[src/logic/disk_cmd_pkg.sv]
`default_nettype none
package disk_cmd_pkg;

    // Register byte addresses on the APB port.
    localparam logic [7:0] ADDR_CMD = 8'h00;
    localparam logic [7:0] ADDR_RESP = 8'h04;
    localparam logic [7:0] ADDR_STAT = 8'h08;
    localparam logic [7:0] ADDR_SWITCH = 8'h0c;

    // Command word layout: function in 15..12, modifier in 11..8, parity in 16.
    localparam int CMD_FN_LSB = 12;
    localparam int CMD_MOD_LSB = 8;
    localparam int CMD_PARITY_BIT = 16;

    // Command functions.
    localparam logic [3:0] FN_SEEK = 4'h0;
    localparam logic [3:0] FN_RECAL = 4'h1;
    localparam logic [3:0] FN_STATUS = 4'h2;
    localparam logic [3:0] FN_CONFIG = 4'h3;
    localparam logic [3:0] FN_CONTROL = 4'h5;
    localparam logic [3:0] FN_STROBE_OFS = 4'h6;
    localparam logic [3:0] FN_TRACK_OFS = 4'h7;
    localparam logic [3:0] FN_DIAG = 4'h8;
    localparam logic [3:0] FN_SET_BPS = 4'h9;

    // Modifiers.
    localparam logic [3:0] MOD_RESET_ATTN = 4'h0;
    localparam logic [3:0] MOD_START_MOTOR = 4'h3;
    localparam logic [3:0] MOD_CFG_GENERAL = 4'h0;
    localparam logic [3:0] MOD_CFG_CYL_FIXED = 4'h1;
    localparam logic [3:0] MOD_CFG_CYL_REMOV = 4'h2;
    localparam logic [3:0] MOD_CFG_HEADS = 4'h3;
    localparam logic [3:0] MOD_CFG_BPT = 4'h4;
    localparam logic [3:0] MOD_CFG_BPS = 4'h5;
    localparam logic [3:0] MOD_CFG_SPT = 4'h6;
    localparam logic [3:0] MOD_CFG_ISG = 4'h7;
    localparam logic [3:0] MOD_CFG_PLO = 4'h8;
    localparam logic [3:0] MOD_CFG_VU_WORDS = 4'h9;

    // Drive characteristics.
    localparam logic [15:0] BYTES_PER_TRACK = 16'd10440;
    localparam logic [11:0] MIN_BPS = 12'd41;
    localparam logic [15:0] MAX_CYLINDERS = 16'd925;
    localparam logic [15:0] VU_WORDS = 16'd15;
    localparam logic [15:0] ISG_WORD = {8'd12, 8'd16};
    localparam logic [15:0] PLO_WORD = 16'd11;
    localparam logic [15:0] CFG_GENERAL_FIXED = 16'h3940;
    localparam int CFG_MOTOR_BIT = 5;
    localparam logic [15:0] STAT_FIXED = 16'h4000;

    // Standard status bit positions.
    localparam int ST_SPINDLE = 9;
    localparam int ST_POR = 8;
    localparam int ST_PARITY = 7;
    localparam int ST_IFACE = 6;
    localparam int ST_INVALID = 5;
    localparam int ST_SEEK = 4;
    localparam int ST_WG_OFS = 3;
    localparam int ST_VU = 2;
    localparam int ST_WFAULT = 1;

    // Installation switch register fields.
    localparam int SW_MOTOR = 0;
    localparam int SW_SPT_LSB = 1;
    localparam int SW_FMT_LSB = 3;
    localparam int SW_HEADS_LSB = 5;
    localparam logic [7:0] SWITCH_RESET = 8'h00;
    localparam logic [8:1] FLAGS_RESET = 8'h80;

    // Timing.
    localparam int CLK_MHZ = 125;
    localparam int HS_LIMIT_MS = 10;
    localparam int TRACK_OFS_MS = 3;
    localparam int HS_CYCLES = HS_LIMIT_MS * 1000 * CLK_MHZ;
    localparam int TRACK_CYCLES = TRACK_OFS_MS * 1000 * CLK_MHZ;

    typedef enum logic [1:0] {PH_IDLE, PH_TRACK_WAIT, PH_RESP_WAIT} phase_type;

    typedef struct packed {
        phase_type phase;
        logic [23:0] timer;
        logic [15:0] resp;
        logic [8:1] flags;
        logic attention;
        logic complete;
        logic spindle;
        logic strobe_ofs;
        logic track_ofs;
        logic write_en;
        logic [7:0] switches;
        logic spt_set;
        logic [7:0] spt_user;
        logic pready;
        logic pslverr;
        logic [31:0] prdata;
    } state_type;

endpackage
`default_nettype wire

[src/logic/disk_serial_command_status_responder.sv]
`timescale 1ns/1ns
`default_nettype none
module disk_serial_command_status_responder #(
    parameter int HS_LIMIT_CYCLES = disk_cmd_pkg::HS_CYCLES,
    parameter int TRACK_OFS_CYCLES = disk_cmd_pkg::TRACK_CYCLES
) (
    input wire logic pclk,
    input wire logic presetn,
    input wire logic psel,
    input wire logic penable,
    input wire logic pwrite,
    input wire logic [7:0] paddr,
    input wire logic [31:0] pwdata,
    output logic pready,
    output logic [31:0] prdata,
    output logic pslverr,
    input wire logic seek_fault,
    input wire logic write_fault,
    input wire logic write_gate,
    input wire logic vu_status_avail,
    input wire logic reinit_fault,
    output logic attention,
    output logic cmd_complete,
    output logic spindle_run,
    output logic write_enable,
    output logic strobe_offset,
    output logic track_offset
);
    import disk_cmd_pkg::*;

    state_type q, d;

    logic apb_setup;
    logic apb_done;
    logic unmapped;
    logic exec;
    logic busy;
    logic parity_ok;
    logic [3:0] fn;
    logic [3:0] mdf;
    logic [11:0] param;
    logic [15:0] stat_word;
    logic [15:0] cfg_word;
    logic [7:0] spt_now;
    logic [7:0] spt_switch;
    logic [7:0] heads;
    logic [15:0] bps_now;
    logic [15:0] spt_from_param;
    logic [8:1] set_bits;
    logic clr_all;
    logic error_state;

    assign apb_setup = psel && !penable && !q.pready;
    assign apb_done = psel && penable && q.pready;
    assign unmapped = !(paddr == ADDR_CMD || paddr == ADDR_RESP
                      || paddr == ADDR_STAT || paddr == ADDR_SWITCH);
    assign exec = apb_done && pwrite && paddr == ADDR_CMD;
    assign busy = q.phase != PH_IDLE;
    assign parity_ok = ^pwdata[CMD_PARITY_BIT:0];
    assign fn = pwdata[CMD_FN_LSB +: 4];
    assign mdf = pwdata[CMD_MOD_LSB +: 4];
    assign param = pwdata[11:0];
    assign error_state = (|q.flags[7:1]) || seek_fault || write_fault;

    // The divisor is forced non-zero so a rejected zero parameter never yields X.
    assign spt_from_param = BYTES_PER_TRACK / ((param == 12'h000) ? 16'd1 : {4'h0, param});
    assign bps_now = BYTES_PER_TRACK / {8'h00, spt_now};

    always_comb begin
        case (q.switches[SW_SPT_LSB +: 2])
            2'd0: spt_switch = 8'd17;
            2'd1: spt_switch = 8'd16;
            2'd2: spt_switch = 8'd34;
            default: spt_switch = 8'd32;
        endcase
        case (q.switches[SW_HEADS_LSB +: 2])
            2'd1: heads = 8'd7;
            2'd2: heads = 8'd5;
            default: heads = 8'd9;
        endcase
        spt_now = q.spt_set ? q.spt_user : spt_switch;
    end

    always_comb begin
        stat_word = STAT_FIXED;
        stat_word[ST_SPINDLE] = !q.spindle;
        stat_word[8:1] = q.flags;
    end

    always_comb begin
        cfg_word = 16'h0000;
        case (mdf)
            MOD_CFG_GENERAL: begin
                cfg_word = CFG_GENERAL_FIXED;
                cfg_word[CFG_MOTOR_BIT] = q.switches[SW_MOTOR];
                case (q.switches[SW_FMT_LSB +: 2])
                    2'd0: cfg_word[2] = 1'b1;
                    2'd1: cfg_word[0] = 1'b1;
                    default: cfg_word[1] = 1'b1;
                endcase
            end
            MOD_CFG_CYL_FIXED: cfg_word = MAX_CYLINDERS;
            MOD_CFG_CYL_REMOV: cfg_word = 16'h0000;
            MOD_CFG_HEADS: cfg_word = {8'h00, heads};
            MOD_CFG_BPT: cfg_word = BYTES_PER_TRACK;
            MOD_CFG_BPS: cfg_word = bps_now;
            MOD_CFG_SPT: cfg_word = {8'h00, spt_now};
            MOD_CFG_ISG: cfg_word = ISG_WORD;
            MOD_CFG_PLO: cfg_word = PLO_WORD;
            MOD_CFG_VU_WORDS: cfg_word = VU_WORDS;
            default: cfg_word = 16'h0000;
        endcase
    end

    always_comb begin
        d = q;
        set_bits = 8'h00;
        clr_all = 1'b0;

        // APB slave: the answer is prepared in the setup cycle so that pready,
        // prdata and pslverr can all come straight from flip-flops.
        if (apb_setup) begin
            d.pready = 1'b1;
            d.pslverr = unmapped;
            d.prdata = 32'h0000_0000;
            case (paddr)
                ADDR_RESP: d.prdata = {15'h0000, busy && q.phase == PH_RESP_WAIT, q.resp};
                ADDR_STAT: d.prdata = {10'h000, q.strobe_ofs, q.track_ofs, q.write_en,
                                       q.spindle, q.complete, q.attention, stat_word};
                ADDR_SWITCH: d.prdata = {24'h000000, q.switches};
                default: d.prdata = 32'h0000_0000;
            endcase
        end
        if (apb_done) begin
            d.pready = 1'b0;
            d.pslverr = 1'b0;
            if (pwrite && paddr == ADDR_SWITCH) begin
                d.switches = pwdata[7:0];
            end
        end

        // Pending word or offset settling; the host must not speak meanwhile.
        case (q.phase)
            PH_TRACK_WAIT: begin
                d.timer = q.timer + 24'h000001;
                if (q.timer == 24'(TRACK_OFS_CYCLES - 1)) begin
                    d.phase = PH_IDLE;
                end
            end
            PH_RESP_WAIT: begin
                d.timer = q.timer + 24'h000001;
                if (apb_done && !pwrite && paddr == ADDR_RESP) begin
                    d.phase = PH_IDLE;
                end else if (q.timer == 24'(HS_LIMIT_CYCLES - 1)) begin
                    set_bits[ST_IFACE] = 1'b1;
                    d.phase = PH_IDLE;
                end
            end
            default: d.phase = PH_IDLE;
        endcase

        if (exec) begin
            if (busy) begin
                set_bits[ST_IFACE] = 1'b1;
            end else if (!parity_ok) begin
                set_bits[ST_PARITY] = 1'b1;
            end else begin
                case (fn)
                    FN_SEEK, FN_RECAL: begin
                    end
                    FN_STATUS: begin
                        d.resp = (mdf == 4'h0) ? stat_word : 16'h0000;
                        d.phase = PH_RESP_WAIT;
                        d.timer = 24'h000000;
                    end
                    FN_CONFIG: begin
                        if (mdf > MOD_CFG_VU_WORDS) begin
                            set_bits[ST_INVALID] = 1'b1;
                        end else begin
                            d.resp = cfg_word;
                            d.phase = PH_RESP_WAIT;
                            d.timer = 24'h000000;
                        end
                    end
                    FN_CONTROL: begin
                        if (mdf == MOD_RESET_ATTN) begin
                            clr_all = 1'b1;
                        end else if (mdf == MOD_START_MOTOR && q.switches[SW_MOTOR]) begin
                            d.spindle = 1'b1;
                        end else begin
                            set_bits[ST_INVALID] = 1'b1;
                        end
                    end
                    FN_STROBE_OFS: d.strobe_ofs = mdf != 4'h0;
                    FN_TRACK_OFS: begin
                        d.track_ofs = mdf != 4'h0;
                        d.phase = PH_TRACK_WAIT;
                        d.timer = 24'h000000;
                    end
                    FN_DIAG: begin
                        if (error_state) begin
                            d.attention = 1'b1;
                        end
                    end
                    FN_SET_BPS: begin
                        if (param < MIN_BPS) begin
                            set_bits[ST_INVALID] = 1'b1;
                        end else begin
                            d.spt_user = spt_from_param[7:0];
                            d.spt_set = 1'b1;
                        end
                    end
                    default: set_bits[ST_INVALID] = 1'b1;
                endcase
            end
        end

        // An internal fault restores the default characteristics.
        if (reinit_fault) begin
            set_bits[ST_POR] = 1'b1;
            d.spt_set = 1'b0;
            d.track_ofs = 1'b0;
            d.strobe_ofs = 1'b0;
        end
        if (seek_fault) begin
            set_bits[ST_SEEK] = 1'b1;
        end
        if (write_gate && q.track_ofs) begin
            set_bits[ST_WG_OFS] = 1'b1;
        end
        if (vu_status_avail) begin
            set_bits[ST_VU] = 1'b1;
        end
        if (write_fault) begin
            set_bits[ST_WFAULT] = 1'b1;
        end

        // A flag raised in the same cycle as the reset command survives it.
        if (clr_all) begin
            d.flags = 8'h00;
            d.attention = 1'b0;
        end
        d.flags = d.flags | set_bits;
        if (|set_bits) begin
            d.attention = 1'b1;
        end

        d.complete = (d.phase == PH_IDLE) && !exec;
        d.write_en = write_gate && !write_fault && !d.flags[ST_WFAULT]
                     && !d.flags[ST_WG_OFS] && !d.attention && !d.track_ofs;
    end

    always_ff @(posedge pclk or negedge presetn) begin
        if (!presetn) begin
            q <= '{phase: PH_IDLE, timer: 24'h000000, resp: 16'h0000,
                   flags: FLAGS_RESET, attention: 1'b1, complete: 1'b1,
                   spindle: 1'b0, strobe_ofs: 1'b0, track_ofs: 1'b0,
                   write_en: 1'b0, switches: SWITCH_RESET, spt_set: 1'b0,
                   spt_user: 8'h00, pready: 1'b0, pslverr: 1'b0,
                   prdata: 32'h0000_0000};
        end else begin
            q <= d;
        end
    end

    assign pready = q.pready;
    assign prdata = q.prdata;
    assign pslverr = q.pslverr;
    assign attention = q.attention;
    assign cmd_complete = q.complete;
    assign spindle_run = q.spindle;
    assign write_enable = q.write_en;
    assign strobe_offset = q.strobe_ofs;
    assign track_offset = q.track_ofs;
endmodule // disk_serial_command_status_responder
`default_nettype wire

[config.mk]
export PLATFORM = sky130hd
export DESIGN_NAME = disk_serial_command_status_responder
export DESIGN_NICKNAME = d
export VERILOG_FILES = /design/src/logic/disk_cmd_pkg.sv /design/src/logic/disk_serial_command_status_responder.sv
export SDC_FILE = /design/constraint.sdc
export NUM_CORES = 1
export LEC_CHECK = 0
export BUFFER_PORTS_ARGS = -buffer_cell sky130_fd_sc_hd__clkbuf_2
export CAP_MARGIN = 20
export CORE_UTILIZATION = 42
export CTS_CLUSTER_DIAMETER = 200
export DETAILED_ROUTE_END_ITERATION = 8
export GPL_ROUTABILITY_DRIVEN = 0
export GPL_TIMING_DRIVEN = 1
export HOLD_SLACK_MARGIN = 0.05
export SLEW_MARGIN = 10
export SYNTH_ARGS = -nofsm -noshare
export SYNTH_HDL_FRONTEND = slang
export SYNTH_SLANG_ARGS = --single-unit
export TNS_END_PERCENT = 30
[constraint.sdc]
create_clock -name pclk -period 77.1 [get_ports pclk]
set_clock_uncertainty 0.05 [all_clocks]
set_input_delay 15.42 -clock pclk [delete_from_list [all_inputs] [get_ports pclk]]
set_output_delay 15.42 -clock pclk [all_outputs]
set_load 0.02 [all_outputs]
### Yosys cells after proc, flatten, opt, wreduce, memory -nomap -nowiden

Cells that the tools add are included.

| cells by class | value |
|---|---|
| div/mod/pow operators | 2 |
| bitwise operators | 4 |
| $lt $le $gt $ge | 2 |
| add/subtract/negate cells | 1 |
| mux-type cells | 66 |
| eq/ne operators | 31 |
| reduce and logical (&&, ||, !) cells | 61 |

Operators by type and width:

| kind | count |
|---|---|
| 42-bit 2-to-1 mux | 4 |
| 16-bit one-hot mux with 9 select lines | 1 |
| 26-bit one-hot mux with 3 select lines | 1 |
| 22-bit one-hot mux with 3 select lines | 1 |
| 9-bit 2-to-1 mux | 6 |
| 1-bit 2-to-1 mux | 34 |
| 34-bit 2-to-1 mux | 1 |
| 16-bit one-hot mux with 2 select lines | 1 |
| 4-bit by 3-bit == test with 1-bit output (second input constant) | 7 |
| 24-bit by 1-bit adder with 24-bit output (second input constant) | 1 |
| 24-bit by 19-bit == test with 1-bit output (second input constant) | 1 |
| 24-bit by 21-bit == test with 1-bit output (second input constant) | 1 |
| 24-bit 2-to-1 mux | 1 |
| 1-bit logical AND | 18 |
| 6-bit one-hot mux with 3 select lines | 1 |
| 17-bit parity | 1 |
| 14-bit by 16-bit divider with 16-bit output (first input constant) | 1 |
| 14-bit by 8-bit divider with 16-bit output (first input constant) | 1 |
| 4-bit == test (second input constant) | 4 |
| 8-bit by 4-bit == test with 1-bit output (second input constant) | 2 |
| 2-bit 2-to-1 mux | 8 |
| 15-bit 2-to-1 mux | 1 |
| 5-bit AND reduction | 3 |
| 2-bit nonzero test | 7 |
| other kinds (30) | 60 |

| storage, ports and cells | value |
|---|---|
| word-level logic and storage cells | 183 |
| output and inout port bits | 40 |
| bits of input ports | 50 |
| register bits | 107 |

### Longest topological paths before layout

Gate-level depths: netlist of the first run.

| logic depth | value |
|---|---|
| word-level depth | 15 |
| depth in mapped cells | 172 |
| gate-level depth less buffers | 163 |

### Worst setup path before layout of the first run

No wires, ideal clock.

| path | value |
|---|---|
| kind | input port to flip-flop |
| start point | input port pwdata[0] |
| end point | register q[34] (netlist bit) |
| data required time | 76.916 ns |
| buffers on the path | 9 |
| path slack | 32.868 ns |
| data arrival time | 44.048 ns |
| library setup time | 0.134 ns |
| cell stages on the path | 161 |
| cell sequence | clkbuf_1 -> inv_1 -> ha_1 -> and4_1 -> clkbuf_1 -> nand2_1 -> clkbuf_1 -> nand2_1 -> ha_1 -> nor3_1 -> o2111ai_1 -> inv_1 -> ha_1 -> or4_1 -> a21oi_1 -> a21oi_1 -> ha_1 -> o21ai_0 -> [... 125 more ...] -> o21ai_0 -> nand2b_1 -> and2_1 -> o21ai_0 -> nand2b_1 -> a21oi_1 -> o21ai_0 -> a21o_1 -> a21o_1 -> nor4b_4 -> mux2_2 -> ha_1 -> a21o_1 -> a21o_1 -> a221oi_1 -> nand4_1 -> a2111oi_0 -> a21oi_1 |

| between the ends | value |
|---|---|
| cells in the longest elaborated chain, start to end | 3 |
| elaborated cells on any way between the ends | 7 |
| classes of those cells | div (1); order compare (1); mux (1); bitwise (1); reduce/logical (3) |

Ends and longest elaborated chain:

| what | line | source |
|---|---|---|
| from (decl) | disk_serial_command_status_responder.sv:13 | `input wire logic [31:0] pwdata,` |
| 12-bit zero test / 12-bit by 6-bit less-than comparator with 1-bit output (equally long branches) | disk_serial_command_status_responder.sv:66, disk_serial_command_status_responder.sv:206 |  |
| 12-bit 2-to-1 mux / 1-bit NOT (equally long branches) | -- |  |
| 14-bit by 16-bit divider with 16-bit output / 5-bit AND reduction (equally long branches) | -- |  |
| to (signal assigned) | disk_serial_command_status_responder.sv:255 | `q <= '{phase: PH_IDLE, timer: 24'h000000, resp: 16'h0000,` |
| to (decl) | disk_serial_command_status_responder.sv:31 | `state_type q, d;` |

Parallel ways exist; a longest one is shown, timed or not.
A chain may end at the register's enable or synchronous reset.

### Worst setup path in the final report of the first run

Same ends and word-level chain as after synthesis.

==> results of run 1 <==
## worst max-delay path by stage
stage                   start  endpoint  slack (ns)  cells past startpoint
floorplan           pwdata[0]     q[34]       32.87                    161
global placement    pwdata[0]     q[34]       27.93                    154
detailed placement  pwdata[0]     q[34]       27.64                    154
CTS                 pwdata[0]     q[34]       27.78                    155
global route        pwdata[0]     q[34]       24.21                    156
finish              pwdata[0]     q[34]       27.40                    156
## Yosys cell counts, types with 6 or more instances
library cell,count
a211o_1,10
a211oi_1,18
a21boi_0,18
a21o_1,73
a21oi_1,149
a22o_1,13
a22oi_1,24
a31oi_1,17
and2_1,22
and3_1,23
buf_1,6
buf_2,9
buf_4,35
clkbuf_1,39
dfrtp_1,94
ha_1,225
inv_1,88
mux2_2,88
mux2i_1,19
nand2_1,214
nand2b_1,34
nand3_1,56
nand4_1,22
nor2_1,190
nor2b_1,20
nor3_1,58
nor4_1,17
o211ai_1,21
o21a_1,65
o21ai_0,141
o21ai_1,15
o21bai_1,13
o31ai_1,31
or2_2,12
or3_1,17
xnor2_1,73
xor2_1,54
## per-stage QoR
| stage | utilization | instances |
|---|---|---|
| final | 0.450 | 2730 |
| after global routing | 0.450 | 2729 |
| after CTS | 0.450 | 2729 |
| after global placement | 0.443 | 2713 |
| after detailed placement | 0.443 | 2713 |
| after floorplan | - | 2202 |
## cell families after synthesis
| family | share of synthesized area |
|---|---|
| AND/OR/NAND/NOR | 0.218 |
| adder cells (fa/ha/maj) | 0.166 |
| flip-flops | 0.143 |
| AO/OA/AOI/OAI | 0.286 |
| multiplexers | 0.0729 |
| other | 0.000221 |
| XOR/XNOR | 0.0654 |
| buffers and inverters | 0.0497 |
## sequential cells by signal, summed over array words and instances, names as in the netlist
| register | cells |
|---|---|
| write_enable | 1 |
| cmd_complete | 1 |
| pready | 1 |
| prdata | 22 |
| spindle_run | 1 |
| pslverr | 1 |
| attention | 1 |
| strobe_offset | 1 |
| q | 67 |
| track_offset | 1 |
## worst max-delay path: cells and delay by family
family | cells | cell delay (ns)
multiplexers | 5 | 1.58
AO/OA/AOI/OAI | 98 | 19.15
adder cells (fa/ha/maj) | 16 | 5.06
buffers and inverters | 4 | 0.63
AND/OR/NAND/NOR | 33 | 7.97
## routing by layer
metal | global-route usage | vias up | share of wire
met4 | 0.0411 | 0 | 0.012
met1 | 0.337 | 7667 | 0.50
met5 | 0 | - | 0
li1 | - | 8118 | -
met2 | 0.371 | 343 | 0.45
met3 | 0.0173 | 38 | 0.040
## final cells by class
class	count	share of cell area
clock inverter	5	0.00230
inverter	91	0.0191
sequential	97	0.136
tap	525	0.0367
multi-input combinational	1922	0.769
timing repair buffer	78	0.0239
antenna	1	0.000140
clock buffer	11	0.0135
==> flow_metrics.tcl, run 1 <==
set metrics [dict create \
    outcome "complete, no violations" \
    cp_max_fo 18 \
    crit_top_cell "o21ai_0" \
    cts_hold_buf 0 \
    endpoint_kind "register" \
    cpPeakStageDelay_ns 0.81 \
    wl_um 48100 \
    slew_violations 0 \
    track_usage 0.231 \
    root_buffer "clkbuf_16" \
    clock_latency_ns 0.35 \
    coreArea_mm2 0.0398 \
    post_cts_resized 0 \
    ys.flop_type "dfrtp_1" \
    cts_tree "yes" \
    die_h_um 203 \
    row_count 73 \
    port-buffer-count 64 \
    cp_slowest_cell "nor4b_4" \
    async_reset_ff_frac 1.00 \
    ys_types 123 \
    route.detailed.drc 0 \
    antenna_found_initial 0 \
    synth.top_cell.area_share 0.166 \
    avgRoutedWirePerCell_um 17.6 \
    fin_crit_sh 0.645 \
    clk_path_buf_depth 2 \
    yosys.area.top_type "ha_1" \
    cp.arrival_ns 49.87 \
    tightestPinTransition_ns 0.961 \
    ant_nets 0 \
    grt_max_degree 63 \
    numCtsBuffers 9 \
    final_area_mm2 0.0179 \
    ys_seq_elements 97 \
    timing.rr.start "q[45]" \
    finalSetupViolCount 0 \
    critPathLaunchType "input port" \
    num_vias 16166 \
    min_path_type "reg -> reg" \
    pre_cts_slack_ns 27.64 \
    final_nets 2474 \
    areaGrowthSynthToFinish_pct 5.36 \
    synth_edf_count 0 \
    reg2reg_depth 130 \
    hold_path_end "prdata[14]" \
    area.sequential_mm2 0.00243 \
    clock.fmax_ghz 0.0201 \
    layout-drive-gt1-share 0.120 \
    final_common_cell "ha_1" \
    fillers 4018 \
    maxCapViolCount 0 \
    clk_pin_slew_ns 0.07 \
    multiInputGateArea_mm2 0.0138 \
    finalWorstSetupSlack_ns 27.40 \
    rsz0062_at_grt "false" \
    htreeDepth 3 \
    finalSetupTns_ns 0 \
    drt_first_pass_iters 5 \
    yosys_warnings 0 \
    crit_type "in -> reg" \
    synth_area_per_cell_um2 7.76 \
    min_from "prdata[14]" \
    hold_depth 2 \
    timing.hold.ws_ns 0.430 \
    final_cell_mix "ha_1, nand2_1, nor2_1" \
    via_per_inst 5.92 \
    syn_inst 2191 \
    ys_seq_area_frac 0.143 \
    critPathRequiredTime_ns 77.27 \
    min_period_ns 49.70 \
    grt_pass1_vias 15200 \
    synth_area_mm2 0.0170 \
    num_io_pins 90 \
    clkSinkCount 97 \
    synth_area_leaders "ha_1, dfrtp_1, mux2_2" \
    die_x_um 203 \
    dieArea_mm2 0.0413 \
    rrSetupSlack_ns 43.72 \
    reg2reg_to "q[65]" \
    cts_setup_buffers 0 \
    hpwl_um 38300 \
    drtIter0Drc 1114 \
    initial_core_util 0.427 \
    hold_viol 0 \
    placed_cell_area_mm2 0.0176 \
    slew_headroom 0.356 \
    grt_overflow 0 \
    grt_pass1_wl_um 78700 \
]
Power of run 1 is not shown: default switching activity piles up to over one toggle a cycle in this logic, so the estimate is an artifact.
==> run 2: changes to the inputs <==
ABC_AREA = 1   (was not set)
clock period = 47.2 ns   (was 77.1 ns; I/O delays follow)
==> run 2 against run 1 <==
Critical path depth rose by 14. First-iteration DRC count down 7.3%. Clock-buffer cell count shrank 1. Critical endpoint unchanged.
==> flow_metrics.tcl, run 2 <==
set metrics [dict create \
    outcome "complete, no violations" \
    avgRoutedWirePerCell_um 14.2 \
    antenna_found_initial 0 \
    grt_overflow 0 \
    coreArea_mm2 0.0388 \
    row_count 72 \
    fillers 4072 \
    reg2reg_depth 167 \
    htreeDepth 3 \
    synth_area_mm2 0.0166 \
    clock_latency_ns 0.35 \
    final_cell_mix "nand2_1, inv_1, ha_1" \
    synth_edf_count 0 \
    ys_seq_area_frac 0.146 \
    largest_reg_flops 67 \
    hold_path_end "prdata[12]" \
    track_usage 0.216 \
    ys_types 72 \
    post_cts_resized 0 \
    grt_pass1_vias 15413 \
    port-buffer-count 64 \
    tightestPinTransition_ns 0.940 \
    clock.fmax_ghz 0.0260 \
    clk_pin_slew_ns 0.08 \
    num_io_pins 90 \
    timing.rr.start "q[42]" \
    root_buffer "clkbuf_16" \
    final_nets 2863 \
    synth_most_common_cell "nand2_1" \
    critPathRequiredTime_ns 47.36 \
    wl_um 44000 \
    finalSetupViolCount 0 \
    critPathLaunchType "input port" \
    yosys.area.top_type "ha_1" \
    min_period_ns 38.46 \
    die_x_um 201 \
    cts_setup_buffers 0 \
    drt_first_pass_iters 7 \
    ys_seq_elements 97 \
    layout-drive-gt1-share 0.0902 \
    cts_tree "yes" \
    synth_common_cells "nand2_1, inv_1, ha_1" \
    grt_pass1_wl_um 73600 \
    initial_core_util 0.428 \
    endpoint_kind "register" \
    clkSinkCount 97 \
    rsz0062_at_grt "false" \
    dieArea_mm2 0.0403 \
    route.detailed.drc 0 \
    hold_depth 2 \
    cp_max_fo 24 \
    die_h_um 201 \
    clk_path_buf_depth 2 \
    num_vias 16410 \
    numCtsBuffers 9 \
    cp_slowest_cell "o21ai_1" \
    finalSetupTns_ns 0 \
    cpPeakStageDelay_ns 0.70 \
    cp.arrival_ns 38.62 \
    slew_violations 0 \
    fin_crit_sh 0.815 \
    reg2reg_to "q[65]" \
    synth_area_per_cell_um2 6.48 \
    hold_viol 0 \
    crit_top_cell "nand2_1" \
    hpwl_um 36000 \
    maxCapViolCount 0 \
    drtIter0Drc 1033 \
    yosys_warnings 0 \
    rrSetupSlack_ns 19.19 \
    min_from "prdata[12]" \
    diodes 0 \
    timing.hold.ws_ns 0.434 \
    slew_headroom 0.369 \
    synth_area_leaders "ha_1, dfrtp_1, nand2_1" \
    areaGrowthSynthToFinish_pct 5.82 \
    min_path_type "reg -> reg" \
    via_per_inst 5.27 \
    syn_inst 2561 \
    grt_max_degree 56 \
    cts_hold_buf 0 \
    synth.top_cell.area_share 0.170 \
    top_register "q" \
    crit_type "in -> reg" \
    ant_nets 0 \
    async_reset_ff_frac 1.00 \
    final_common_cell "nand2_1" \
    ys.flop_type "dfrtp_1" \
]
-- run 2: changes by cell type after synthesis, sizes merged, moves of 57 or more --
cell,previous run,this run
mux2,91,0
o21ai,160,240
inv,90,354
a21o,73,8
o21a,65,8
nand3,59,170
nand2,217,653
-- run 2: cell families after synthesis --
family,Yosys count,share of synthesized area
fa+ha+maj,225,0.170
buf+inv,433,0.108
other cells,1,0.000226
compound gates,541,0.188
simple gates,1108,0.305
xor+xnor,155,0.0818
flops,97,0.146
mux,1,0.000603
-- run 2: layout make-up --
| type | instances | area (µm²) | area share |
|---|---|---|---|
| clock buffers | 10 | 229 | 0.0130 |
| clock inverters | 6 | 53.8 | 0.00306 |
| inverters | 361 | 1370 | 0.0778 |
| multi-input cells | 2042 | 12400 | 0.707 |
| flip-flops and latches | 97 | 2430 | 0.138 |
| well taps | 518 | 648 | 0.0369 |
| repair buffers | 77 | 420 | 0.0239 |
-- run 2: critical path: cells and delay by family --
| kind | cells | cell delay [ns] |
|---|---|---|
| adders and majority gates | 15 | 5.05 |
| buffers and inverters | 20 | 3.28 |
| and+or+nand+nor | 65 | 9.08 |
| AOI/OAI and AO/OA | 70 | 11.67 |
-- run 2: how the worst max path moves through the flow --
stage                from     to  slack (ns)  depth (start not counted)
4_1_cts        pwdata[10]  q[34]        8.98                        168
2_1_floorplan  pwdata[11]  q[34]       13.11                        177
3_5_place_dp   pwdata[10]  q[34]        8.76                        168
6_report       pwdata[10]  q[34]        8.74                        170
5_1_grt        pwdata[11]  q[34]        5.03                        173
3_3_place_gp   pwdata[10]  q[34]        9.38                        168
-- run 2: per-layer routing --
metal / GRT usage / wire (µm) / share of wire
met5: 0 / 0 / 0
met4: 0.0417 / 631 / 0.014
met3: 0.0149 / 1150 / 0.026
met2: 0.376 / 20300 / 0.46
met1: 0.294 / 21900 / 0.50
-- run 2: metrics by stage --
stage	std cells	util	setup WS [ns]	area [µm²]
floorplan	2572	-	13.11	16600
global placement	3095	0.445	9.38	17300
detailed placement	3095	0.445	8.76	17300
CTS	3111	0.452	8.98	17600
global route	3111	0.452	5.03	17600
finish	3111	0.452	8.74	17600
Power of run 2 is left out for the same reason.
